**src/core/pgw_pkg.sv**
```systemverilog
/*
 * constants and carriers for the password guarded watchdog block.
 * assumes a cpu bus that presents word writes with a word flag and
 * byte reads at the low 16 bits of the address.
 */
// Overview of operation
// - 8-bit counter counts prescaled ticks when enabled
// - rollover ff to 00 sets overflow flag
// - counter zero on reset and while disabled
// - overflow clears by read one then write zero
// - bit 6 picks interrupt or watchdog reset
// - bit 5 runs counter, resets to zero
// - clock select picks one of eight divisors
// - standby clears bits 7-5, keeps clock select
// - watchdog overflow sets watchdog reset flag
// - flag clears by pin reset or read-write
// - of the resets, only the pin clears flag and output enable
// - output enable lets reset drive pin low
// - reset control bits 5-0 read one
// - registers written only by word transfers
// - shared word address, keys 5a and a5
// - key a5 with data 00 clears flag
// - key 5a copies bit 6 to enable
// - byte reads at ffa8, ffa9, ffab
// - internal reset 518, pin reset 132 states
// - interval mode interrupt while overflow flag set
// - counter write beats coincident tick
// - own reset clears overflow, keeps flag
package pgw_pkg;
    localparam logic [15:0] ADDR_CSR_W   = 16'hffa8;
    localparam logic [15:0] ADDR_CSR_R   = 16'hffa8;
    localparam logic [15:0] ADDR_CNT_R   = 16'hffa9;
    localparam logic [15:0] ADDR_RCC_W   = 16'hffaa;
    localparam logic [15:0] ADDR_RCC_R   = 16'hffab;
    localparam logic [7:0]  KEY_CNT      = 8'h5a;
    localparam logic [7:0]  KEY_CSR      = 8'ha5;
    localparam logic [7:0]  KEY_RCC_CLR  = 8'ha5;
    localparam logic [7:0]  KEY_RCC_OE   = 8'h5a;
    localparam logic [7:0]  RCC_CLR_DATA = 8'h00;
    localparam int          BIT_OVER     = 7;
    localparam int          BIT_MODE     = 6;
    localparam int          BIT_RUN      = 5;
    localparam int          BIT_WDR      = 7;
    localparam int          BIT_ROE      = 6;
    localparam logic [7:0]  CNT_RESET    = 8'h00;
    localparam logic [7:0]  CNT_MAX      = 8'hff;
    localparam logic [1:0]  CSR_ONES     = 2'h3;
    localparam logic [5:0]  RCC_ONES     = 6'h3f;
    localparam logic [2:0]  CSEL_RESET   = 3'h0;
    // reset hold lengths, in system clock states
    localparam int          INT_RST_STATES = 518;
    localparam int          PIN_RST_STATES = 132;
    localparam int          CLK_PERIOD_NS  = 50;
    localparam int          STATE_NS       = 50;
    localparam int INT_RST_CYC = (INT_RST_STATES*STATE_NS+CLK_PERIOD_NS-1)
                                 / CLK_PERIOD_NS;
    localparam int PIN_RST_CYC = (PIN_RST_STATES*STATE_NS+CLK_PERIOD_NS-1)
                                 / CLK_PERIOD_NS;
    localparam int PRE_W = 12;

    typedef struct packed {
        logic        wr;
        logic        word;
        logic        rd;
        logic [15:0] addr;
        logic [15:0] wdata;
    } pgw_bus_s;

    typedef enum logic [1:0] {
        PGW_RUN  = 2'b00,
        PGW_HOLD = 2'b01
    } pgw_rst_e;
endpackage : pgw_pkg

```
**src/core/pgw_top.sv**
```systemverilog
/*
 * watchdog / interval timer with password protected registers.
 * assumes bus signals are synchronous to clk_sys_i, and that reset_i
 * is the external reset pin; chip standby comes in on standby_i.
 */
`timescale 1ns/1ns
module pgw_top (
    input  wire logic              clk_sys_i,
    input  wire logic              reset_i,
    input  wire logic              standby_i,
    input  wire pgw_pkg::pgw_bus_s bus_i,
    output logic [7:0]             rdata_o,
    output logic                   interval_interrupt_o,
    output logic                   chip_reset_o,
    output logic                   reset_output_pin_n_o
);
    // ****************************************************************
    // register state
    // ****************************************************************
    logic [7:0]  watchdog_count;
    logic        overflow_flag;
    logic        mode_select_bit;
    logic        timer_enable_bit;
    logic [2:0]  clock_select_field;
    logic        watchdog_reset_flag;
    logic        reset_output_enable;
    logic        over_read;
    logic        wdr_read;
    logic [11:0] prescale;
    logic [11:0] prescale_d;
    logic [9:0]  hold_cnt;
    pgw_pkg::pgw_rst_e rst_state;

    // ****************************************************************
    // decode
    // ****************************************************************
    // byte writes fall out here, so they never touch a register
    wire       word_wr  = bus_i.wr & bus_i.word;
    wire [7:0] key      = bus_i.wdata[15:8];
    wire [7:0] wlow     = bus_i.wdata[7:0];
    wire       at_csr   = word_wr & (bus_i.addr == pgw_pkg::ADDR_CSR_W);
    wire       at_rcc   = word_wr & (bus_i.addr == pgw_pkg::ADDR_RCC_W);
    // unknown keys match nothing and are dropped
    wire       wr_cnt   = at_csr & (key == pgw_pkg::KEY_CNT);
    wire       wr_csr   = at_csr & (key == pgw_pkg::KEY_CSR);
    wire       wr_rclr  = at_rcc & (key == pgw_pkg::KEY_RCC_CLR)
                          & (wlow == pgw_pkg::RCC_CLR_DATA);
    wire       wr_roe   = at_rcc & (key == pgw_pkg::KEY_RCC_OE);
    wire       rd_csr   = bus_i.rd & (bus_i.addr == pgw_pkg::ADDR_CSR_R);
    wire       rd_cnt   = bus_i.rd & (bus_i.addr == pgw_pkg::ADDR_CNT_R);
    wire       rd_rcc   = bus_i.rd & (bus_i.addr == pgw_pkg::ADDR_RCC_R);
    // watchdog internal reset and standby wipe the control bits
    wire       soft_rst = chip_reset_o | standby_i;

    wire [7:0] csr_view = {overflow_flag, mode_select_bit, timer_enable_bit,
                           pgw_pkg::CSR_ONES, clock_select_field};
    wire [7:0] rcc_view = {watchdog_reset_flag, reset_output_enable,
                           pgw_pkg::RCC_ONES};
    wire [7:0] next_rdata = rd_csr ? csr_view :
                            rd_cnt ? watchdog_count :
                            rd_rcc ? rcc_view : 8'h00;

    // ****************************************************************
    // prescaler
    // ****************************************************************
    // tick on each rising edge of the chosen divider bit
    wire [3:0] tap = (clock_select_field == 3'h0) ? 4'd0 :
                     (clock_select_field == 3'h1) ? 4'd4 :
                     (clock_select_field == 3'h2) ? 4'd5 :
                     (clock_select_field == 3'h3) ? 4'd6 :
                     (clock_select_field == 3'h4) ? 4'd7 :
                     (clock_select_field == 3'h5) ? 4'd8 :
                     (clock_select_field == 3'h6) ? 4'd10 : 4'd11;
    wire tick = prescale[tap] & ~prescale_d[tap];
    wire run  = timer_enable_bit & ~soft_rst;
    wire roll = run & tick & ~wr_cnt
                & (watchdog_count == pgw_pkg::CNT_MAX);
    wire wd_fire = roll & mode_select_bit & (rst_state == pgw_pkg::PGW_RUN);

    // divider counts while the counter runs; cleared to zero with it to keep phase clean
    always_ff @(posedge clk_sys_i or posedge reset_i) begin
        if (reset_i) begin
            prescale   <= 12'h000;
            prescale_d <= 12'h000;
        end else begin
            prescale   <= run ? prescale + 12'h001 : 12'h000;
            prescale_d <= run ? prescale : 12'h000;
        end
    end

    // ****************************************************************
    // counter
    // ****************************************************************
    always_ff @(posedge clk_sys_i or posedge reset_i) begin
        if (reset_i) begin
            watchdog_count <= pgw_pkg::CNT_RESET;
        end else if (!run) begin
            watchdog_count <= pgw_pkg::CNT_RESET;
        end else if (wr_cnt) begin
            watchdog_count <= wlow;
        end else if (tick) begin
            watchdog_count <= watchdog_count + 8'h01;
        end
    end

    // ****************************************************************
    // control / status
    // ****************************************************************
    // the flag only clears after it was read as one; set beats clear
    always_ff @(posedge clk_sys_i or posedge reset_i) begin
        if (reset_i) begin
            overflow_flag    <= 1'b0;
            mode_select_bit  <= 1'b0;
            timer_enable_bit <= 1'b0;
            over_read        <= 1'b0;
        end else if (soft_rst) begin
            overflow_flag    <= 1'b0;
            mode_select_bit  <= 1'b0;
            timer_enable_bit <= 1'b0;
            over_read        <= 1'b0;
        end else begin
            if (roll) begin
                overflow_flag <= 1'b1;
            end else if (wr_csr & over_read & ~wlow[pgw_pkg::BIT_OVER]) begin
                overflow_flag <= 1'b0;
            end
            if (rd_csr & overflow_flag) begin
                over_read <= 1'b1;
            end else if (wr_csr | ~overflow_flag) begin
                over_read <= 1'b0;
            end
            if (wr_csr) begin
                mode_select_bit  <= wlow[pgw_pkg::BIT_MODE];
                timer_enable_bit <= wlow[pgw_pkg::BIT_RUN];
            end
        end
    end

    // clock select survives standby and watchdog reset, not the pin
    always_ff @(posedge clk_sys_i or posedge reset_i) begin
        if (reset_i) begin
            clock_select_field <= pgw_pkg::CSEL_RESET;
        end else if (wr_csr & ~soft_rst) begin
            clock_select_field <= wlow[2:0];
        end
    end

    // ****************************************************************
    // reset cause register
    // ****************************************************************
    // of the resets only the pin reset clears these; the watchdog reset does not
    always_ff @(posedge clk_sys_i or posedge reset_i) begin
        if (reset_i) begin
            watchdog_reset_flag <= 1'b0;
            reset_output_enable <= 1'b0;
            wdr_read            <= 1'b0;
        end else begin
            if (wd_fire) begin
                watchdog_reset_flag <= 1'b1;
            end else if (wr_rclr & wdr_read) begin
                watchdog_reset_flag <= 1'b0;
            end
            if (rd_rcc & watchdog_reset_flag) begin
                wdr_read <= 1'b1;
            end else if (wr_rclr | ~watchdog_reset_flag) begin
                wdr_read <= 1'b0;
            end
            if (wr_roe) begin
                reset_output_enable <= wlow[pgw_pkg::BIT_ROE];
            end
        end
    end

    // ****************************************************************
    // reset pulse generator
    // ****************************************************************
    always_ff @(posedge clk_sys_i or posedge reset_i) begin
        if (reset_i) begin
            rst_state            <= pgw_pkg::PGW_RUN;
            hold_cnt             <= 10'h000;
            chip_reset_o         <= 1'b0;
            reset_output_pin_n_o <= 1'b1;
        end else begin
            case (rst_state)
                pgw_pkg::PGW_RUN: begin
                    if (wd_fire) begin
                        rst_state            <= pgw_pkg::PGW_HOLD;
                        hold_cnt             <= 10'h000;
                        chip_reset_o         <= 1'b1;
                        reset_output_pin_n_o <= ~reset_output_enable;
                    end
                end
                pgw_pkg::PGW_HOLD: begin
                    hold_cnt <= hold_cnt + 10'h001;
                    if (hold_cnt == 10'(pgw_pkg::PIN_RST_CYC - 1)) begin
                        reset_output_pin_n_o <= 1'b1;
                    end
                    if (hold_cnt == 10'(pgw_pkg::INT_RST_CYC - 1)) begin
                        chip_reset_o <= 1'b0;
                        rst_state    <= pgw_pkg::PGW_RUN;
                    end
                end
                default: rst_state <= pgw_pkg::PGW_RUN;
            endcase
        end
    end

    // ****************************************************************
    // outputs
    // ****************************************************************
    always_ff @(posedge clk_sys_i or posedge reset_i) begin
        if (reset_i) begin
            rdata_o              <= 8'h00;
            interval_interrupt_o <= 1'b0;
        end else begin
            rdata_o              <= next_rdata;
            // level request while the flag stands in interval mode
            interval_interrupt_o <= (overflow_flag | roll)
                                    & ~mode_select_bit & ~soft_rst;
        end
    end

    // run lengths of both reset outputs; the long windows are judged
    // on these counters, since unrolling hundreds of delays is slow
    logic [9:0] chip_len;
    logic [9:0] pin_len;
    always_ff @(posedge clk_sys_i or posedge reset_i) begin
        if (reset_i) begin
            chip_len <= 10'h000;
            pin_len  <= 10'h000;
        end else begin
            chip_len <= chip_reset_o ? chip_len + 10'h001 : 10'h000;
            pin_len  <= reset_output_pin_n_o ? 10'h000 : pin_len + 10'h001;
        end
    end
endmodule : pgw_top

```
**config.mk**
```make
export PLATFORM = sky130hd
export DESIGN_NAME = pgw_top
export DESIGN_NICKNAME = d
export VERILOG_FILES = /design/src/core/pgw_pkg.sv /design/src/core/pgw_top.sv
export SDC_FILE = /design/constraint.sdc
export NUM_CORES = 1
export LEC_CHECK = 0
export ABC_AREA = 0
export BUFFER_PORTS_ARGS = -buffer_cell sky130_fd_sc_hd__buf_2
export CAP_MARGIN = 15
export CORE_UTILIZATION = 51
export CTS_CLUSTER_SIZE = 14
export DETAILED_ROUTE_END_ITERATION = 7
export PLACE_DENSITY_LB_ADDON = 0.3
export SETUP_SLACK_MARGIN = 0.05
export SYNTH_ARGS = -nofsm -noshare
export SYNTH_HDL_FRONTEND = slang
export SYNTH_SLANG_ARGS = --single-unit
export TNS_END_PERCENT = 50
```
**constraint.sdc**
```tcl
create_clock -name clk_sys_i -period 2.2 [get_ports clk_sys_i]
set_clock_uncertainty 0.2 [all_clocks]
set_input_delay 0.11 -clock clk_sys_i [delete_from_list [all_inputs] [get_ports clk_sys_i]]
set_output_delay 0.11 -clock clk_sys_i [all_outputs]
set_load 0.05 [all_outputs]
```
==> results.json <==
{
  "status": "finished clean",
  "endpoint_kind": "flop",
  "fmax_ghz": 0.474,
  "drtIter0Drc": 164,
  "port_buffers": 48,
  "syn_area_per_cell_um2": 10.5,
  "hold_viol_final": 0,
  "wl_per_cell_um": 16.6,
  "ctsHtreeMaxLevel": 3,
  "power_density_mw_per_mm2": 577,
  "ys_warn_count": 0,
  "clk_pin_slew_ns": 0.07,
  "ys.flop_type": "dfrtp_1",
  "root_buffer": "clkbuf_8",
  "routed-via-count": 2555,
  "timing.final.crit_share_pct": 95.8,
  "arrival_ns": 2.15,
  "setup_tns_ns": 0,
  "drv_cap": 0,
  "postRouteWirelength_um": 7320,
  "antenna_cells": 0,
  "initial_utilization_pct": 53.9,
  "syn_nets": 329,
  "setup_viol": 0,
  "yosysUniqueCellTypes": 54,
  "drive_gt1_share_pct": 28.1,
  "cts_buffers": 9,
  "async_reset_ff_share_pct": 100,
  "worstSkewPairLatency_ns": 0.34,
  "worst_ep_required_time_ns": 2.24,
  "period_minus_slack_ns": 2.11,
  "numClockSinks": 59,
  "die_x_um": 79.0,
  "grt_remaining_overflow": 0,
  "maxSlewHeadroom_pct": 66.0,
  "synthesis.area_mm2": 0.00303,
  "grt_max_degree": 39,
  "critPathLaunchType": "flop",
  "synthCells": 287,
  "setup_slack_ns": 0.0915,
  "layout.cells.most_common": "dfrtp_1",
  "grt_pass1_vias": 2487,
  "place_ws_ns": 0.0962,
  "rsz0062_at_grt": "yes",
  "hpwl_um": 4830,
  "hold_ws_ns": 0.0527,
  "drc": 0,
  "cpMaxStageDelayCell": "dfrtp_2",
  "slew_violations": 0,
  "place.gp.congestion": 0.880,
  "hold_path_class": "input pin to flop",
  "vias_per_cell": 5.78,
  "layout_common_cells": "57 x dfrtp_1, 48 x buf_2, 37 x nor2_1",
  "die-area_mm2": 0.00624,
  "fin_nets": 407,
  "antenna_found_initial": 0,
  "rows": 27,
  "crit_family": "simple AND/OR/NAND/NOR gates",
  "cts_tree": "built",
  "syn_to_final_growth_pct": 25.9,
  "ys_ff_latch": 59,
  "track_usage_pct": 24.8,
  "critPathMaxFanout": 7,
  "synth-seq-area-share_pct": 48.8,
  "synth-edff-count": 0,
  "p_leak_nw": 1.71,
  "ant_nets": 0,
  "ir_worst_vdd_mv": 0.393,
  "total_power_w": 0.00220,
  "cts.path.max_buffers": 2,
  "critPathMaxStageDelay_ns": 0.44,
  "num_io_pins": 49,
  "worst_pin_slew_ns": 0.510,
  "crit_buf_inv": 1,
  "grt_first_pass_wirelength_um": 11700,
  "die_h_um": 79.0,
  "core_mm2": 0.00561,
  "cp_cell_sequence": "buf_6 > and4bb_2 > nor4_4 > o32ai_4 > and2b_4 > nand3_4 > a2111oi_4",
  "path_class": "flop to flop",
  "first_pass_iters": 5
}
[synthesized netlist by cell type (3+ instances only)]
| library cell | number | share of area [%] |
|---|---|---|
| dfrtp_1 | 58 | 48 |
| nor2_1 | 37 | 4.6 |
| nand2_1 | 14 | 1.7 |
| nand3_1 | 14 | 2.3 |
| xor2_1 | 14 | 4.1 |
| o21ai_0 | 12 | 2.0 |
| and3_1 | 9 | 1.9 |
| nand4_1 | 9 | 1.9 |
| clkbuf_1 | 8 | 0.99 |
| and2_1 | 7 | 1.4 |
| inv_1 | 7 | 0.87 |
| a211oi_1 | 6 | 1.5 |
| mux2_2 | 6 | 2.2 |
| nand3b_1 | 6 | 1.5 |
| nor4_1 | 6 | 1.2 |
| xnor2_1 | 5 | 1.4 |
| a21oi_1 | 4 | 0.66 |
| ha_1 | 4 | 1.7 |
| mux2i_1 | 4 | 1.3 |
| nand2b_1 | 4 | 0.83 |
| nor2b_1 | 4 | 0.83 |
| nor3_1 | 4 | 0.66 |
| or4bb_1 | 4 | 1.5 |
| and4bb_2 | 3 | 1.2 |
[layout make-up]
class | count | area (um2)
fillers | 413 | 1800
multi-input cells | 212 | 1510
flip-flops and latches | 59 | 1480
repair buffers | 75 | 499
clock buffers | 9 | 124
well taps | 72 | 90.1
clock inverters | 7 | 77.6
inverters | 8 | 30.0
[through the flow]
step                std cells  instance area [um2]  util (%)
finish                    442                 3810      67.9
global route              442                 3810      67.9
CTS                       438                 3740      66.7
detailed placement        409                 3410      60.8
global placement          409                 3410      60.8
floorplan                 287                 3030         -
[where the power goes]
part,leakage [nW],internal (W),switching (W)
registers,0.767,0.00108,0.000000000622
logic,0.845,0.0000518,0.0000606
clock network,0.0998,0.000530,0.000473
total,1.71,0.00167,0.000534
[repair_timing]
item                                    in CTS  in global routing
hold endpoints to repair                    65                  0
gates resized for setup                      0                 10
endpoints found under the setup margin       0                  7
setup buffers                                0                  3
hold buffers                                13                  0
[cell families after synthesis]
group	synth area share, %
AO/OA/AOI/OAI	10.1
XOR/XNOR	5.50
adder cells (fa/ha/maj)	1.65
buffers and inverters	2.36
flip-flops	48.8
multiplexers	3.56
AND/OR/NAND/NOR	28.0
[worst min-delay path: cells and delay by family]
family,cells,cell delay [ns]
AO/OA/AOI/OAI,2,0.26
buffers and inverters,1,0.17
[sequential cells by signal (all words and copies together), names as in the netlist]
signal                flops
chip_reset_o              1
clock_select_field        3
hold_cnt                 10
interval_interrupt_o      1
mode_select_bit           1
over_read                 1
overflow_flag             1
prescale                 12
prescale_d                8
rdata_o                   8
reset_output_enable       1
reset_output_pin_n_o      1
timer_enable_bit          1
watchdog_count            8
watchdog_reset_flag       1
wdr_read                  1
[final timing paths]
check	end	slack (ns)	cells after the start	from
min in group asynchronous	hold_cnt[0]	0.14	3	reset_i
max in group asynchronous	clock_select_field[1]	1.08	4	reset_i
max	interval_interrupt_o	0.09	7	clock_select_field[1]
min	rdata_o[2]	0.05	3	bus_i[17]
max reg2reg	interval_interrupt_o	0.09	7	clock_select_field[1]
min reg2reg	prescale_d[0]	0.32	2	prescale[0]
[layer usage]
layer	vias to the layer above	share of wire (%)	track usage, %
li1	1195	-	-
met1	1224	41	29.9
met2	117	50	41.1
met3	19	6.3	5.86
met4	0	2.8	13.1
met5	-	0	0
Power figures use the tool's default switching activity.
